--- src/rtl/encoder_fault_pkg.sv ---
// constants, register map and state type of the encoder fault monitor
package encoder_fault_pkg;

	// ==========================================================
	// register map (byte addresses)
	localparam int ADDR_W = 8;
	localparam logic [7:0] REG_CFG = 8'h00;
	localparam logic [7:0] REG_ROT_SPACING = 8'h04;
	localparam logic [7:0] REG_LIN_SPACING = 8'h08;
	localparam logic [7:0] REG_STATUS = 8'h0C;
	localparam logic [7:0] REG_IRQ_EN = 8'h10;
	localparam logic [7:0] REG_CLEAR = 8'h14;
	localparam logic [7:0] REG_VALUE0 = 8'h18;

	// ==========================================================
	// configuration fields
	localparam int CFG_LINEAR = 0;
	localparam int CFG_DIST_CODED = 1;
	localparam int CFG_DETAILED = 8;
	localparam int CFG_LEVEL_MON = 31;
	localparam int STATUS_PROPS = 8;
	localparam logic [31:0] CFG_RESET = 32'h0000_0000;
	localparam logic [31:0] SPACING_RESET = 32'h0000_0000;

	// ==========================================================
	// fault indices
	localparam int NUM_FAULTS = 5;
	localparam int F_SPACING = 0;
	localparam int F_MISSING = 1;
	localparam int F_LEVEL = 2;
	localparam int F_SERIAL = 3;
	localparam int F_INTERNAL = 4;

	// serial link error word bits produced here
	localparam int SER_NO_START = 2;
	localparam int SER_TOO_LONG = 8;

	// ==========================================================
	// timing and limits
	localparam int CLK_HZ = 40_000_000;
	localparam int START_TIMEOUT_MS = 50;
	localparam int START_TIMEOUT_CYC = START_TIMEOUT_MS * (CLK_HZ / 1000);
	localparam int MAX_FRAME_BITS = 64;
	localparam int INC_PER_PULSE = 4;
	localparam logic [15:0] LEVEL_500MV = 16'h5333;
	localparam logic [15:0] LEVEL_MAX = 16'h7FFF;
	localparam logic [15:0] LEVEL_MIN = 16'h8000;

	typedef struct packed {
		logic [31:0] cfg;
		logic [31:0] rot_spacing;
		logic [31:0] lin_spacing;
		logic [4:0] irq_en;
		logic [4:0] flags;
		logic [4:0][31:0] val;
		logic signed [31:0] pos_cnt;
		logic [31:0] travel;
		logic seen_mark;
		logic pair_open;
		logic [31:0] wd_cnt;
		logic [7:0] bit_cnt;
		logic [31:0] rdata;
	} state_t;

endpackage : encoder_fault_pkg

--- src/rtl/encoder_fault_monitor.sv ---
// encoder fault monitor: zero mark, reference track, serial link and encoder error faults
//
// The implementer's own choices: the register offsets and strobed register access.
`timescale 1ns/1ps
`default_nettype none

module encoder_fault_monitor #(
	parameter int START_TIMEOUT = encoder_fault_pkg::START_TIMEOUT_CYC,
	parameter int FRAME_LIMIT = encoder_fault_pkg::MAX_FRAME_BITS,
	parameter int LEVEL_W = 18
) (
	// clock and reset
	input wire logic core_clk,
	input wire logic rst,
	// register port
	input wire logic [encoder_fault_pkg::ADDR_W-1:0] reg_addr,
	input wire logic [31:0] reg_wdata,
	input wire logic reg_wr,
	input wire logic reg_rd,
	output logic [31:0] reg_rdata,
	// incremental position feedback
	input wire logic inc_step,
	input wire logic inc_dir,
	input wire logic zero_mark,
	// reference track supervision
	input wire logic module_props_available,
	input wire logic ref_line_pos_ok,
	input wire logic ref_line_neg_ok,
	input wire logic ref_diff_ok,
	input wire logic signed [LEVEL_W-1:0] ref_level,
	// serial link receiver
	input wire logic [15:0] serial_err_evt,
	input wire logic link_active,
	input wire logic link_start_bit,
	input wire logic link_data_bit,
	input wire logic link_frame_end,
	// encoder error word
	input wire logic enc_err_valid,
	input wire logic [31:0] enc_err_word,
	// fault outputs
	output logic mark_spacing_fault,
	output logic mark_missing_fault,
	output logic ref_track_level_fault,
	output logic serial_link_fault,
	output logic encoder_internal_fault,
	output logic irq
);

	// ==========================================================
	// helpers
	function automatic logic [31:0] mag(input logic signed [31:0] v);
		mag = v[31] ? 32'(-v) : 32'(v);
	endfunction : mag

	function automatic logic [15:0] sat16(input logic signed [LEVEL_W-1:0] v);
		if (v > LEVEL_W'(32767))
			sat16 = encoder_fault_pkg::LEVEL_MAX;
		else if (v < -LEVEL_W'(32768))
			sat16 = encoder_fault_pkg::LEVEL_MIN;
		else
			sat16 = v[15:0];
	endfunction : sat16

	encoder_fault_pkg::state_t st;
	encoder_fault_pkg::state_t next_st;

	logic [31:0] spacing;
	logic [32:0] miss_limit;
	logic evaluate;
	logic level_bad;
	logic [4:0] ev;
	logic [4:0] clr;
	logic [4:0][31:0] ev_val;
	logic [15:0] ser_word;

	// ==========================================================
	// shared decodes
	always_comb begin
		spacing = st.cfg[encoder_fault_pkg::CFG_LINEAR] ? st.lin_spacing
			: st.rot_spacing;
		miss_limit = {1'b0, spacing} + {2'b00, spacing[31:1]};
		evaluate = st.cfg[encoder_fault_pkg::CFG_DIST_CODED] ? st.pair_open
			: st.seen_mark;
		level_bad = st.cfg[encoder_fault_pkg::CFG_LEVEL_MON] && module_props_available
			&& (!ref_line_pos_ok || !ref_line_neg_ok || !ref_diff_ok);
		clr = (reg_wr && reg_addr == encoder_fault_pkg::REG_CLEAR) ? reg_wdata[4:0] : 5'h00;
	end

	// ==========================================================
	// next state
	always_comb begin
		logic signed [31:0] pos_n;
		logic [31:0] travel_n;
		logic [31:0] wd_n;
		logic [7:0] bits_n;
		pos_n = st.pos_cnt;
		travel_n = st.travel;
		wd_n = st.wd_cnt;
		bits_n = st.bit_cnt;
		next_st = st;
		ev = 5'h00;
		ev_val = '0;
		ser_word = serial_err_evt;
		ser_word[encoder_fault_pkg::SER_NO_START] = 1'b0;
		ser_word[encoder_fault_pkg::SER_TOO_LONG] = 1'b0;

		// increment tracking, one count per quadrature edge
		if (inc_step) begin
			pos_n = inc_dir ? st.pos_cnt + 32'sd1 : st.pos_cnt - 32'sd1;
			travel_n = st.travel + 32'd1;
		end

		// missing mark: fires once as travel crosses the limit
		if (inc_step && !zero_mark && {1'b0, travel_n} == miss_limit + 33'd1) begin
			ev[encoder_fault_pkg::F_MISSING] = 1'b1;
			ev_val[encoder_fault_pkg::F_MISSING] = pos_n;
		end

		// zero mark: compare measured distance, then restart the count
		if (zero_mark) begin
			if (evaluate && mag(pos_n) != spacing) begin
				ev[encoder_fault_pkg::F_SPACING] = 1'b1;
				ev_val[encoder_fault_pkg::F_SPACING] = pos_n;
			end
			next_st.seen_mark = 1'b1;
			next_st.pair_open = st.cfg[encoder_fault_pkg::CFG_DIST_CODED]
				? !st.pair_open : 1'b0;
			pos_n = 32'sd0;
			travel_n = 32'd0;
		end
		next_st.pos_cnt = pos_n;
		next_st.travel = travel_n;

		// reference track level
		if (level_bad) begin
			ev[encoder_fault_pkg::F_LEVEL] = 1'b1;
			ev_val[encoder_fault_pkg::F_LEVEL] = {16'h0000, sat16(ref_level)};
		end

		// start bit watchdog while cyclic reading is requested
		if (!link_active || link_start_bit)
			wd_n = 32'd0;
		else if (st.wd_cnt == 32'(START_TIMEOUT - 1)) begin
			ser_word[encoder_fault_pkg::SER_NO_START] = 1'b1;
			wd_n = 32'd0;
		end else
			wd_n = st.wd_cnt + 32'd1;
		next_st.wd_cnt = wd_n;

		// frame length counter
		if (link_frame_end || link_start_bit)
			bits_n = 8'd0;
		else if (link_data_bit) begin
			if (st.bit_cnt == 8'(FRAME_LIMIT))
				ser_word[encoder_fault_pkg::SER_TOO_LONG] = 1'b1;
			else
				bits_n = st.bit_cnt + 8'd1;
		end
		next_st.bit_cnt = bits_n;

		if (|ser_word) begin
			ev[encoder_fault_pkg::F_SERIAL] = 1'b1;
			ev_val[encoder_fault_pkg::F_SERIAL] = {16'h0000, ser_word};
		end

		// encoder error word; opaque in plain mode, split in detailed mode
		if (enc_err_valid && (enc_err_word[15:0] != 16'h0000
			|| !st.cfg[encoder_fault_pkg::CFG_DETAILED])) begin
			ev[encoder_fault_pkg::F_INTERNAL] = enc_err_word != 32'h0000_0000;
			ev_val[encoder_fault_pkg::F_INTERNAL] = enc_err_word;
		end

		// sticky flags: a new event wins over a clear, first cause kept
		for (int i = 0; i < encoder_fault_pkg::NUM_FAULTS; i++) begin
			if (ev[i] && (!st.flags[i] || clr[i]))
				next_st.val[i] = ev_val[i];
			next_st.flags[i] = (st.flags[i] && !clr[i]) || ev[i];
		end

		// register writes
		if (reg_wr) begin
			if (reg_addr == encoder_fault_pkg::REG_CFG)
				next_st.cfg = reg_wdata;
			else if (reg_addr == encoder_fault_pkg::REG_ROT_SPACING)
				next_st.rot_spacing = reg_wdata;
			else if (reg_addr == encoder_fault_pkg::REG_LIN_SPACING)
				next_st.lin_spacing = reg_wdata;
			else if (reg_addr == encoder_fault_pkg::REG_IRQ_EN)
				next_st.irq_en = reg_wdata[4:0];
		end

		// register reads, answered one cycle later
		next_st.rdata = 32'h0000_0000;
		if (reg_rd) begin
			if (reg_addr == encoder_fault_pkg::REG_CFG)
				next_st.rdata = st.cfg;
			else if (reg_addr == encoder_fault_pkg::REG_ROT_SPACING)
				next_st.rdata = st.rot_spacing;
			else if (reg_addr == encoder_fault_pkg::REG_LIN_SPACING)
				next_st.rdata = st.lin_spacing;
			else if (reg_addr == encoder_fault_pkg::REG_STATUS)
				next_st.rdata = {23'h0, module_props_available, 3'h0, st.flags};
			else if (reg_addr == encoder_fault_pkg::REG_IRQ_EN)
				next_st.rdata = {27'h0, st.irq_en};
			else if (reg_addr >= encoder_fault_pkg::REG_VALUE0
				&& reg_addr < encoder_fault_pkg::REG_VALUE0 + 8'd20
				&& reg_addr[1:0] == 2'b00)
				next_st.rdata = st.val[3'((reg_addr - encoder_fault_pkg::REG_VALUE0) >> 2)];
		end
	end

	always_ff @(posedge core_clk or posedge rst) begin
		if (rst) begin
			st <= '0;
			st.cfg <= encoder_fault_pkg::CFG_RESET;
			st.rot_spacing <= encoder_fault_pkg::SPACING_RESET;
			st.lin_spacing <= encoder_fault_pkg::SPACING_RESET;
		end else
			st <= next_st;
	end

	// ==========================================================
	// outputs
	assign reg_rdata = st.rdata;
	assign mark_spacing_fault = st.flags[encoder_fault_pkg::F_SPACING];
	assign mark_missing_fault = st.flags[encoder_fault_pkg::F_MISSING];
	assign ref_track_level_fault = st.flags[encoder_fault_pkg::F_LEVEL];
	assign serial_link_fault = st.flags[encoder_fault_pkg::F_SERIAL];
	assign encoder_internal_fault = st.flags[encoder_fault_pkg::F_INTERNAL];
	assign irq = |(st.flags & st.irq_en);

	// count as the design sees it in this cycle, step included
	logic signed [31:0] chk_pos;
	logic [15:0] made_here;
	always_comb begin
		chk_pos = st.pos_cnt;
		if (inc_step)
			chk_pos = inc_dir ? st.pos_cnt + 32'sd1 : st.pos_cnt - 32'sd1;
		made_here = 16'h0000;
		made_here[encoder_fault_pkg::SER_NO_START] = 1'b1;
		made_here[encoder_fault_pkg::SER_TOO_LONG] = 1'b1;
	end
endmodule : encoder_fault_monitor

`default_nettype wire

--- config.mk ---
export PLATFORM = sky130hd
export DESIGN_NAME = encoder_fault_monitor
export DESIGN_NICKNAME = d
export VERILOG_FILES = /design/src/rtl/encoder_fault_pkg.sv /design/src/rtl/encoder_fault_monitor.sv
export SDC_FILE = /design/constraint.sdc
export NUM_CORES = 1
export LEC_CHECK = 0
export BUFFER_PORTS_ARGS = -buffer_cell sky130_fd_sc_hd__buf_2
export CAP_MARGIN = 25
export CORE_MARGIN = 2
export CORE_UTILIZATION = 35
export CTS_CLUSTER_DIAMETER = 50
export DETAILED_ROUTE_END_ITERATION = 12
export GPL_TIMING_DRIVEN = 0
export PLACE_DENSITY = 0.53
export SYNTH_ARGS = -nofsm -noshare
export SYNTH_HDL_FRONTEND = slang
export SYNTH_SLANG_ARGS = --single-unit
--- constraint.sdc ---
create_clock -name core_clk -period 27.5 [get_ports core_clk]
set_clock_uncertainty 0.2 [all_clocks]
set_input_delay 5.5 -clock core_clk [delete_from_list [all_inputs] [get_ports core_clk]]
set_output_delay 5.5 -clock core_clk [all_outputs]
set_load 0.02 [all_outputs]
# == Word level (Yosys, flattened, before mapping) ==
# Index checks and enable logic that the tools add are counted.
# op_classes
n_addsub,9
bitwise_logic,4
n_reduce_logical,63
n_eq_ne,10
order_cmp,5
muxes,43
# op_table
cell,count
$mux W32,21
$bmux W32 S3,1
$add A32 B1 Y32 const B,2
$mux W16,4
$add A32 B31 Y33,1
$add A33 B1 Y33 const B,1
$eq A32 B33 Y1,1
$add A32 B2 Y32 const B,1
$eq A32 B21 Y1 const B,1
$ne A32 B32 Y1,1
$neg A32 Y32,1
$reduce_bool A32 Y1,1
$sub A32 B2 Y32 const B,1
$mux W8,3
$logic_and A1 B1 Y1,19
$gt A18 B16 Y1 const B,1
$lt A18 B16 Y1 const B,1
$logic_not A1 Y1,17
$eq A8 B4 Y1 const B,2
$eq A8 B5 Y1 const B,2
$reduce_bool A16 Y1,1
$reduce_or A16 Y1,1
$logic_or A1 B1 Y1,15
$mux W1,13
19 further kinds,22
# word_totals
out_inout_bits,38
wordCells,151
ff_bits,404
input_bits,122

# == Depth between registers and ports, before layout ==
# Gate-level depths: netlist of run 1.
# depth
depth_word,10
mapped_depth,21
ltp_nobuf,16

# == Worst setup path after synthesis of run 1 ==
# OpenSTA, ideal clock, no wires.
# synth_path
path_kind,input port to flip-flop
from,input inc_dir
to,register st[144] in the netlist's numbering
arrival_time_ns,9.986
required_time_ns,27.175
path_slack_ns,17.189
n_path_buf,2
stages,17
setup_ns,0.125
path_cell_list,inv_1 -> ha_1 -> clkbuf_1 -> a21oi_1 -> o21a_1 -> o21a_1 -> o21ai_0 -> or3_1 -> a31oi_1 -> nor4b_1 -> nor2b_1 -> nand3_1 -> xnor2_1 -> nor4_1 -> a221oi_4 -> buf_6 -> mux2_4
# synth_via
elab_chain_len,9
word_cells_on_any_way,11
classes_between,add/sub: 1; eq/ne: 1; mux: 7; reduce/logical: 2
# synth_rtl
item,line,text
start: declaration,encoder_fault_monitor.sv:23,"input wire logic inc_dir,"
$mux W32 *,encoder_fault_monitor.sv:109,pos_n = inc_dir ? st.pos_cnt + 32'sd1 : st.pos_cnt - 32'sd1;
$mux W32 *,encoder_fault_monitor.sv:108,if (inc_step) begin
$neg A32 Y32,encoder_fault_monitor.sv:52,mag = v[31] ? 32'(-v) : 32'(v);
$mux W32,encoder_fault_monitor.sv:52,
$ne A32 B32 Y1,encoder_fault_monitor.sv:121,if (evaluate && mag(pos_n) != spacing) begin
$logic_and A1 B1 Y1,encoder_fault_monitor.sv:121,
$mux W1,encoder_fault_monitor.sv:121,
$mux W1,encoder_fault_monitor.sv:120,if (zero_mark) begin
$logic_and A1 B1 Y1,encoder_fault_monitor.sv:175,if (ev[i] && (!st.flags[i] || clr[i]))
end signal: assignment,encoder_fault_monitor.sv:219,st <= next_st;
end: declaration,encoder_fault_monitor.sv:64,encoder_fault_pkg::state_t st;
# Every way passes the cells marked *; elsewhere a longest branch is shown, timed or not.
# A chain may end at the register's enable or synchronous reset.

# == Worst setup path in the final report of run 1 ==
# layout_path
from,input inc_dir
to,register st[159] in the netlist's numbering
# Same word-level chain as after synthesis.

==> impl_metrics.tcl, run 1 <==
set metrics [dict create \
    wl_per_cell_microns 21.51 \
    dr.pass1.iters 5 \
    cts_buffers 56 \
    dp_hpwl_microns 59320 \
    rr_worst_depth 20 \
    synth_edf_count 0 \
    clkTransAtPathRegs_ns 0.06 \
    io_buffers 154 \
    slew-limit-headroom 0.2537 \
    totalWireLength_microns 76310 \
    row_count 95 \
    grt_max_degree 126 \
    synthFlopType "dfrtp_1" \
    die_x_microns 263.1 \
    required_ns 27.79 \
    dieArea_sq_mm 0.06924 \
    grt_pass1_wl_microns 118300 \
    tightest_slew_ns 1.112 \
    cts_tree "done" \
    path_class "in -> reg" \
    hold_class "reg -> reg" \
    antenna_left 0 \
    total_power_w 0.001783 \
    ir_worst_vdd_uv 46.28 \
    grt_usage 0.2183 \
    worstSetupStartpointType "input pin" \
    worst_slack_ns 15.87 \
    htreeDepth 2 \
    core_area_sq_mm 0.06680 \
    async_flop_share 1.000 \
    ctsResizeCount 0 \
    holdPathStages 1 \
    fin_setup_tns_ns 0 \
    num_io_pins 160 \
    syn_avg_cell_area_sq_um 9.773 \
    grt_antenna_before_repair 2 \
    powerDensity_mw_per_mm2 64.87 \
    cts_root_buffer "clkbuf_16" \
    cts_buffer_depth 3 \
    nets 2820 \
    r2r-start "st[372]$_DFFE_PP0P_" \
    yosysUniqueCellTypes 96 \
    end_kind "flip-flop" \
    whs_ns 0.2806 \
    place_inst 3440 \
    finalSetupViolCount 0 \
    final_max_slew_viol_count 0 \
    period_needed_ns 11.63 \
    syn_to_final_growth_pct 16.94 \
    layout_common_cells "372 x dfrtp_1, 224 x nor2_1, 193 x mux2_2, 190 x nand2_1, 166 x buf_2" \
    arrival_ns 11.92 \
    yosysSeqAreaShare 0.3961 \
    synth_nets 2597 \
    synthCells 2405 \
    holdCritStartpoint "st[72]$_DFFE_PP0P_" \
    rsz0062_at_grt "false" \
    holdPathEnd "st[72]$_DFFE_PP0P_" \
    finalWeightedCongestion 0.9015 \
    clock_latency_ns 0.63 \
    drive_above_1_share 0.2185 \
    fillCellCount 6630 \
    drv_cap 0 \
    yosys_warnings 0 \
    p_leak_nw 12.67 \
    syn-cell-area_sq_mm 0.02350 \
    start_util 0.3518 \
    r2r-end "st[174]$_DFFE_PP0P_" \
    drt_iter0_drc 1379 \
    cts_sinks 372 \
    layout_commonest_cell "dfrtp_1" \
    cts_hold_repair.buffers 0 \
    layoutNonFillerInstCount 3547 \
    grt_overflow 0 \
    status "finished clean" \
    first_global_vias 19900 \
    hold_violations 0 \
    fmax_ghz 0.08600 \
    r2r_setup_slack_ns 19.65 \
    ys_ff_latch 372 \
    post-cts-setup-buffer-count 0 \
    preCtsSetupSlack_ns 15.42 \
    path_max_fanout 16 \
    via_per_inst 5.509 \
    vias 19540 \
    dieHeight_microns 263.1 \
    period_share 0.4228 \
    drc 0 \
]
==> per-layer routing <==
layer  global-route usage  up-vias  wire length [microns]
li1                     -     9137                      -
met1               0.3013     9776                  35420
met2               0.3521      512                  35090
met3              0.02759      117                   3369
met4              0.07753        0                   2426
met5                    0        -                      0
==> worst max-delay path, stage by stage <==
cell and delay (ns):
buf_2 0.18, inv_1 0.39, buf_16 0.31, ha_1 0.38, nand2b_1 0.13, a211oi_4 0.40, o2111ai_1 0.31, a311oi_1 0.93
or4b_2 0.29, nand3_1 0.45, nor4b_1 0.66, nor2b_1 0.32, nand3_1 0.13, xnor2_1 0.14, nor4_1 0.59, a221oi_4 0.23
buf_6 0.23, mux2_4 0.31
==> kinds of logic (layout without fill, tap and decap cells) <==
group | count (synthesis) | in the layout | share of synthesized area
other | 0 | 1 | 0
and+or+nand+nor | 765 | 765 | 0.1609
muxes | 316 | 316 | 0.1592
xor gates and xnor gates | 164 | 164 | 0.06111
DFF | 372 | 372 | 0.3961
AOI/OAI and AO/OA | 499 | 499 | 0.1418
buffers and inverters | 219 | 487 | 0.04301
adders and majority gates | 70 | 70 | 0.03790
==> layout make-up <==
type | instances | area [sq um] | area share
timing repair buffer | 165 | 940.9 | 0.03423
clock inverter | 31 | 397.9 | 0.01448
antenna | 1 | 2.502 | 0.00009104
inverter | 67 | 259.0 | 0.009423
tap | 873 | 1092 | 0.03974
buffer | 152 | 759.5 | 0.02763
sequential | 372 | 9309 | 0.3387
multi-input combinational | 1814 | 13180 | 0.4797
clock buffer | 72 | 1541 | 0.05608
==> through the flow <==
step,area [sq um],utilization
global route,27490,0.4115
global placement,25370,0.3797
floorplan,23500,-
finish,27490,0.4115
detailed placement,25510,0.3819
CTS,27450,0.4109
==> sequential cells by signal (all words and copies together) (netlist names) <==
register	count
mark_missing_fault	1
reg_rdata	32
st	335
encoder_internal_fault	1
serial_link_fault	1
ref_track_level_fault	1
mark_spacing_fault	1
==> report_power, final <==
group          internal (W)  leakage (nW)  total, W  switching (W)
logic              0.000158          6.79  0.000406       0.000248
clock network      0.000448         0.929  0.000731       0.000282
registers          0.000607          4.95  0.000647      0.0000397
total               0.00121          12.7   0.00178       0.000570
==> synth_stat cells, types with 8 or more instances <==
| library cell | n | area, sq um |
|---|---|---|
| buf_4 | 39 | 292.8 |
| nand2b_1 | 26 | 162.7 |
| xnor2_1 | 106 | 928.4 |
| nor2b_1 | 26 | 162.7 |
| or2_2 | 8 | 50.05 |
| a21oi_1 | 139 | 695.7 |
| and3_1 | 31 | 193.9 |
| inv_1 | 66 | 247.7 |
| nor2_1 | 224 | 840.8 |
| ha_1 | 68 | 850.8 |
| clkbuf_1 | 79 | 296.5 |
| xor2_1 | 58 | 508.0 |
| mux4_2 | 16 | 360.4 |
| o211a_1 | 10 | 100.1 |
| nand4_1 | 48 | 300.3 |
| mux2_2 | 193 | 2173 |
| and4_1 | 9 | 78.83 |
| a21o_1 | 39 | 292.8 |
| a211o_1 | 12 | 105.1 |
| a22oi_1 | 19 | 142.6 |
| o21a_1 | 10 | 75.07 |
| a211oi_1 | 14 | 105.1 |
| mux2_4 | 26 | 390.4 |
| o22ai_1 | 28 | 175.2 |
| dfrtp_1 | 372 | 9309 |
| buf_2 | 10 | 50.05 |
| and2_1 | 23 | 143.9 |
| o21ai_0 | 97 | 485.5 |
| mux2i_1 | 76 | 760.7 |
| nor3_1 | 41 | 205.2 |
| nand3_1 | 57 | 285.3 |
| a31oi_1 | 20 | 125.1 |
| buf_1 | 20 | 75.07 |
| o211ai_1 | 13 | 97.59 |
| nor4_1 | 27 | 168.9 |
| nand2_1 | 190 | 713.2 |
| or4_1 | 8 | 60.06 |
| or3_1 | 17 | 106.4 |
==> worst max-delay path by stage <==
stage / start / end / slack, ns / depth (start not counted)
after CTS: inc_dir / st[159]$_DFFE_PP0P_ / 16.04 / 18
after detailed placement: inc_dir / st[163]$_DFFE_PP0P_ / 15.42 / 18
after floorplan: rst / encoder_internal_fault$_DFF_PP0_ / 11.47 / 1
after global routing: inc_dir / st[161]$_DFFE_PP0P_ / 15.60 / 19
after global placement: rst / st[330]$_DFFE_PP0P_ / 7.07 / 2
final: inc_dir / st[159]$_DFFE_PP0P_ / 15.87 / 18
Note: power is estimated with default switching activity, not from simulation.
==> inputs of run 2 (changes only) <==
Clock period 27.5 ns to 11.9 ns, I/O delays scaled along.
==> run 2 against run 1 <==
Compared with the run above:
- wire length up 1.1%
- final cell count increased by 0.23%
- count of clock-buffer cells in the layout fell by 8
- worst setup slack lost 12 ns
- largest power group unchanged
==> impl_metrics.tcl, run 2 (synthesized netlist as in run 1, its figures left out) <==
set metrics [dict create \
    status "finished clean" \
    layout_common_cells "372 x dfrtp_1, 224 x nor2_1, 193 x mux2_2, 190 x nand2_1, 167 x buf_2" \
    finalSetupViolCount 0 \
    cts_sinks 372 \
    top_usage_layer "met2" \
    largest_reg_flops 335 \
    p_leak_nw 12.75 \
    holdPathStages 1 \
    ctsResizeCount 0 \
    dp_hpwl_microns 60750 \
    regArea_sq_mm 0.009309 \
    p_clk_frac 0.413 \
    totalWireLength_microns 77170 \
    fillCellCount 6568 \
    final_util 0.4135 \
    period_share 0.6964 \
    max_stage_delay_ns 0.83 \
    arrival_ns 8.57 \
    cp_cell_sequence "buf_2, inv_1, buf_16, ha_1, clkbuf_1, a21oi_1, o211ai_1, a311oi_1, a31oi_1, or3_1, a21o_1, xor2_1, clkbuf_1, o21ai_0, o21ai_0, nand4_1, nor4_1, a221oi_4, buf_6, mux2_4" \
    end_kind "flip-flop" \
    r2r-end "st[175]$_DFFE_PP0P_" \
    fmax_ghz 0.1207 \
    cp_slowest_cell "xor2_1" \
    num_antenna_cells 0 \
    slew-limit-headroom 0.2827 \
    r2r-start "st[372]$_DFFE_PP0P_" \
    cts_buffer_depth 3 \
    r2r_setup_slack_ns 3.71 \
    vias 19600 \
    drt_iter0_drc 1487 \
    post-cts-setup-buffer-count 0 \
    nets 2829 \
    core_area_sq_mm 0.06680 \
    dr.pass1.iters 7 \
    num_io_pins 160 \
    regMostFlops "st" \
    dieHeight_microns 263.1 \
    internal_power_w 0.002827 \
    hold_violations 0 \
    layout_commonest_cell "dfrtp_1" \
    antenna_left 0 \
    holdCritStartpoint "st[73]$_DFFE_PP0P_" \
    worstSetupStartpointType "input pin" \
    htreeDepth 2 \
    path_class "in -> reg" \
    wl_per_cell_microns 21.71 \
    multi_input_area_sq_mm 0.01318 \
    worst_slack_ns 3.613 \
    grt_usage 0.2200 \
    cts_buffers 56 \
    globalRouteMet3Util 0.03480 \
    path_max_fanout 16 \
    via_per_inst 5.512 \
    use_met2 0.3601 \
    start_util 0.3518 \
    rsz0062_at_grt "false" \
    path_delay_family "buffers and inverters" \
    hold_class "reg -> reg" \
    holdPathEnd "st[73]$_DFFE_PP0P_" \
    row_count 95 \
    fin_setup_tns_ns 0 \
    first_global_vias 19880 \
    cts_hold_repair.buffers 0 \
    clock_latency_ns 0.63 \
    ir_worst_vdd_uv 99.56 \
    p_comb_frac 0.228 \
    grt_antenna_before_repair 3 \
    final_max_slew_viol_count 0 \
    drv_cap 0 \
    period_needed_ns 8.287 \
    io_buffers 154 \
    tightest_slew_ns 1.069 \
    preCtsSetupSlack_ns 3.034 \
    powerDensity_mw_per_mm2 150.5 \
    cts_root_buffer "clkbuf_16" \
    drive_above_1_share 0.2230 \
    met1_usage 0.2995 \
    place_inst 3448 \
    rr_worst_depth 20 \
    drc 0 \
    grt_pass1_wl_microns 119100 \
    finalWeightedCongestion 0.9225 \
    cts_tree "done" \
    clkTransAtPathRegs_ns 0.06 \
    power_switching_w 0.001329 \
    sw_frac_of_total 0.3198 \
    dieArea_sq_mm 0.06924 \
    grt_overflow 0 \
    layoutNonFillerInstCount 3555 \
    grt_max_degree 43 \
    syn_to_final_growth_pct 17.52 \
    seqPwrFrac 0.360 \
    required_ns 12.18 \
    die_x_microns 263.1 \
    cp_num_buf_inv 6 \
]
==> run 2: changes by cell type in the layout (fill, tap and decap cells not counted), sizes merged <==
cell          change
clkinv            +9
inv               +2
clkinvlp          -5
diode             -1
clkbuf            -7
dlymetal6s2s      -1
bufinv            +2
buf               +9
==> run 2: metrics by stage <==
stage / instance area [sq um] / total power (W) / hold slack, ns
5_1_grt: 27620 / 0.004355 / 0.2971
4_1_cts: 27600 / 0.004184 / 0.2752
2_1_floorplan: 23510 / 0.002129 / 0.2355
3_3_place_gp: 25370 / 0.002419 / 0.2505
3_5_place_dp: 25640 / 0.002447 / 0.2566
6_report: 27620 / 0.004156 / 0.2788
==> run 2: power by group through the flow <==
stage               clock, W  sequential (W)  combinational (W)
floorplan                  0         0.00148           0.000650
global placement           0         0.00151           0.000908
detailed placement         0         0.00151           0.000934
CTS                  0.00175         0.00149           0.000939
global route         0.00182         0.00151            0.00103
finish               0.00171         0.00150           0.000946
==> run 2: final cells by class <==
class / instances / area share
Buffer: 152 / 0.02750
Clock buffer: 64 / 0.05327
Clock inverter: 39 / 0.01762
Inverter: 67 / 0.009241
Multi-Input combinational cell: 1814 / 0.4773
Sequential cell: 372 / 0.3370
Tap cell: 873 / 0.03955
Timing Repair Buffer: 174 / 0.03850
==> run 2: worst max path at each step <==
stage / startpoint / end / cells past startpoint
2_1_floorplan: rst / encoder_internal_fault$_DFF_PP0_ / 1
3_3_place_gp: rst / st[90]$_DFF_PP0_ / 2
3_5_place_dp: inc_dir / st[142]$_DFFE_PP0P_ / 18
4_1_cts: inc_dir / st[163]$_DFFE_PP0P_ / 18
5_1_grt: inc_dir / st[163]$_DFFE_PP0P_ / 20
6_report: inc_dir / st[149]$_DFFE_PP0P_ / 20
==> run 2: metal layers <==
| metal | wire [microns] | vias up |
|---|---|---|
| li1 | - | 9163 |
| met3 | 4177 | 107 |
| met4 | 1965 | 0 |
| met1 | 35170 | 9741 |
| met5 | 0 | - |
| met2 | 35860 | 585 |
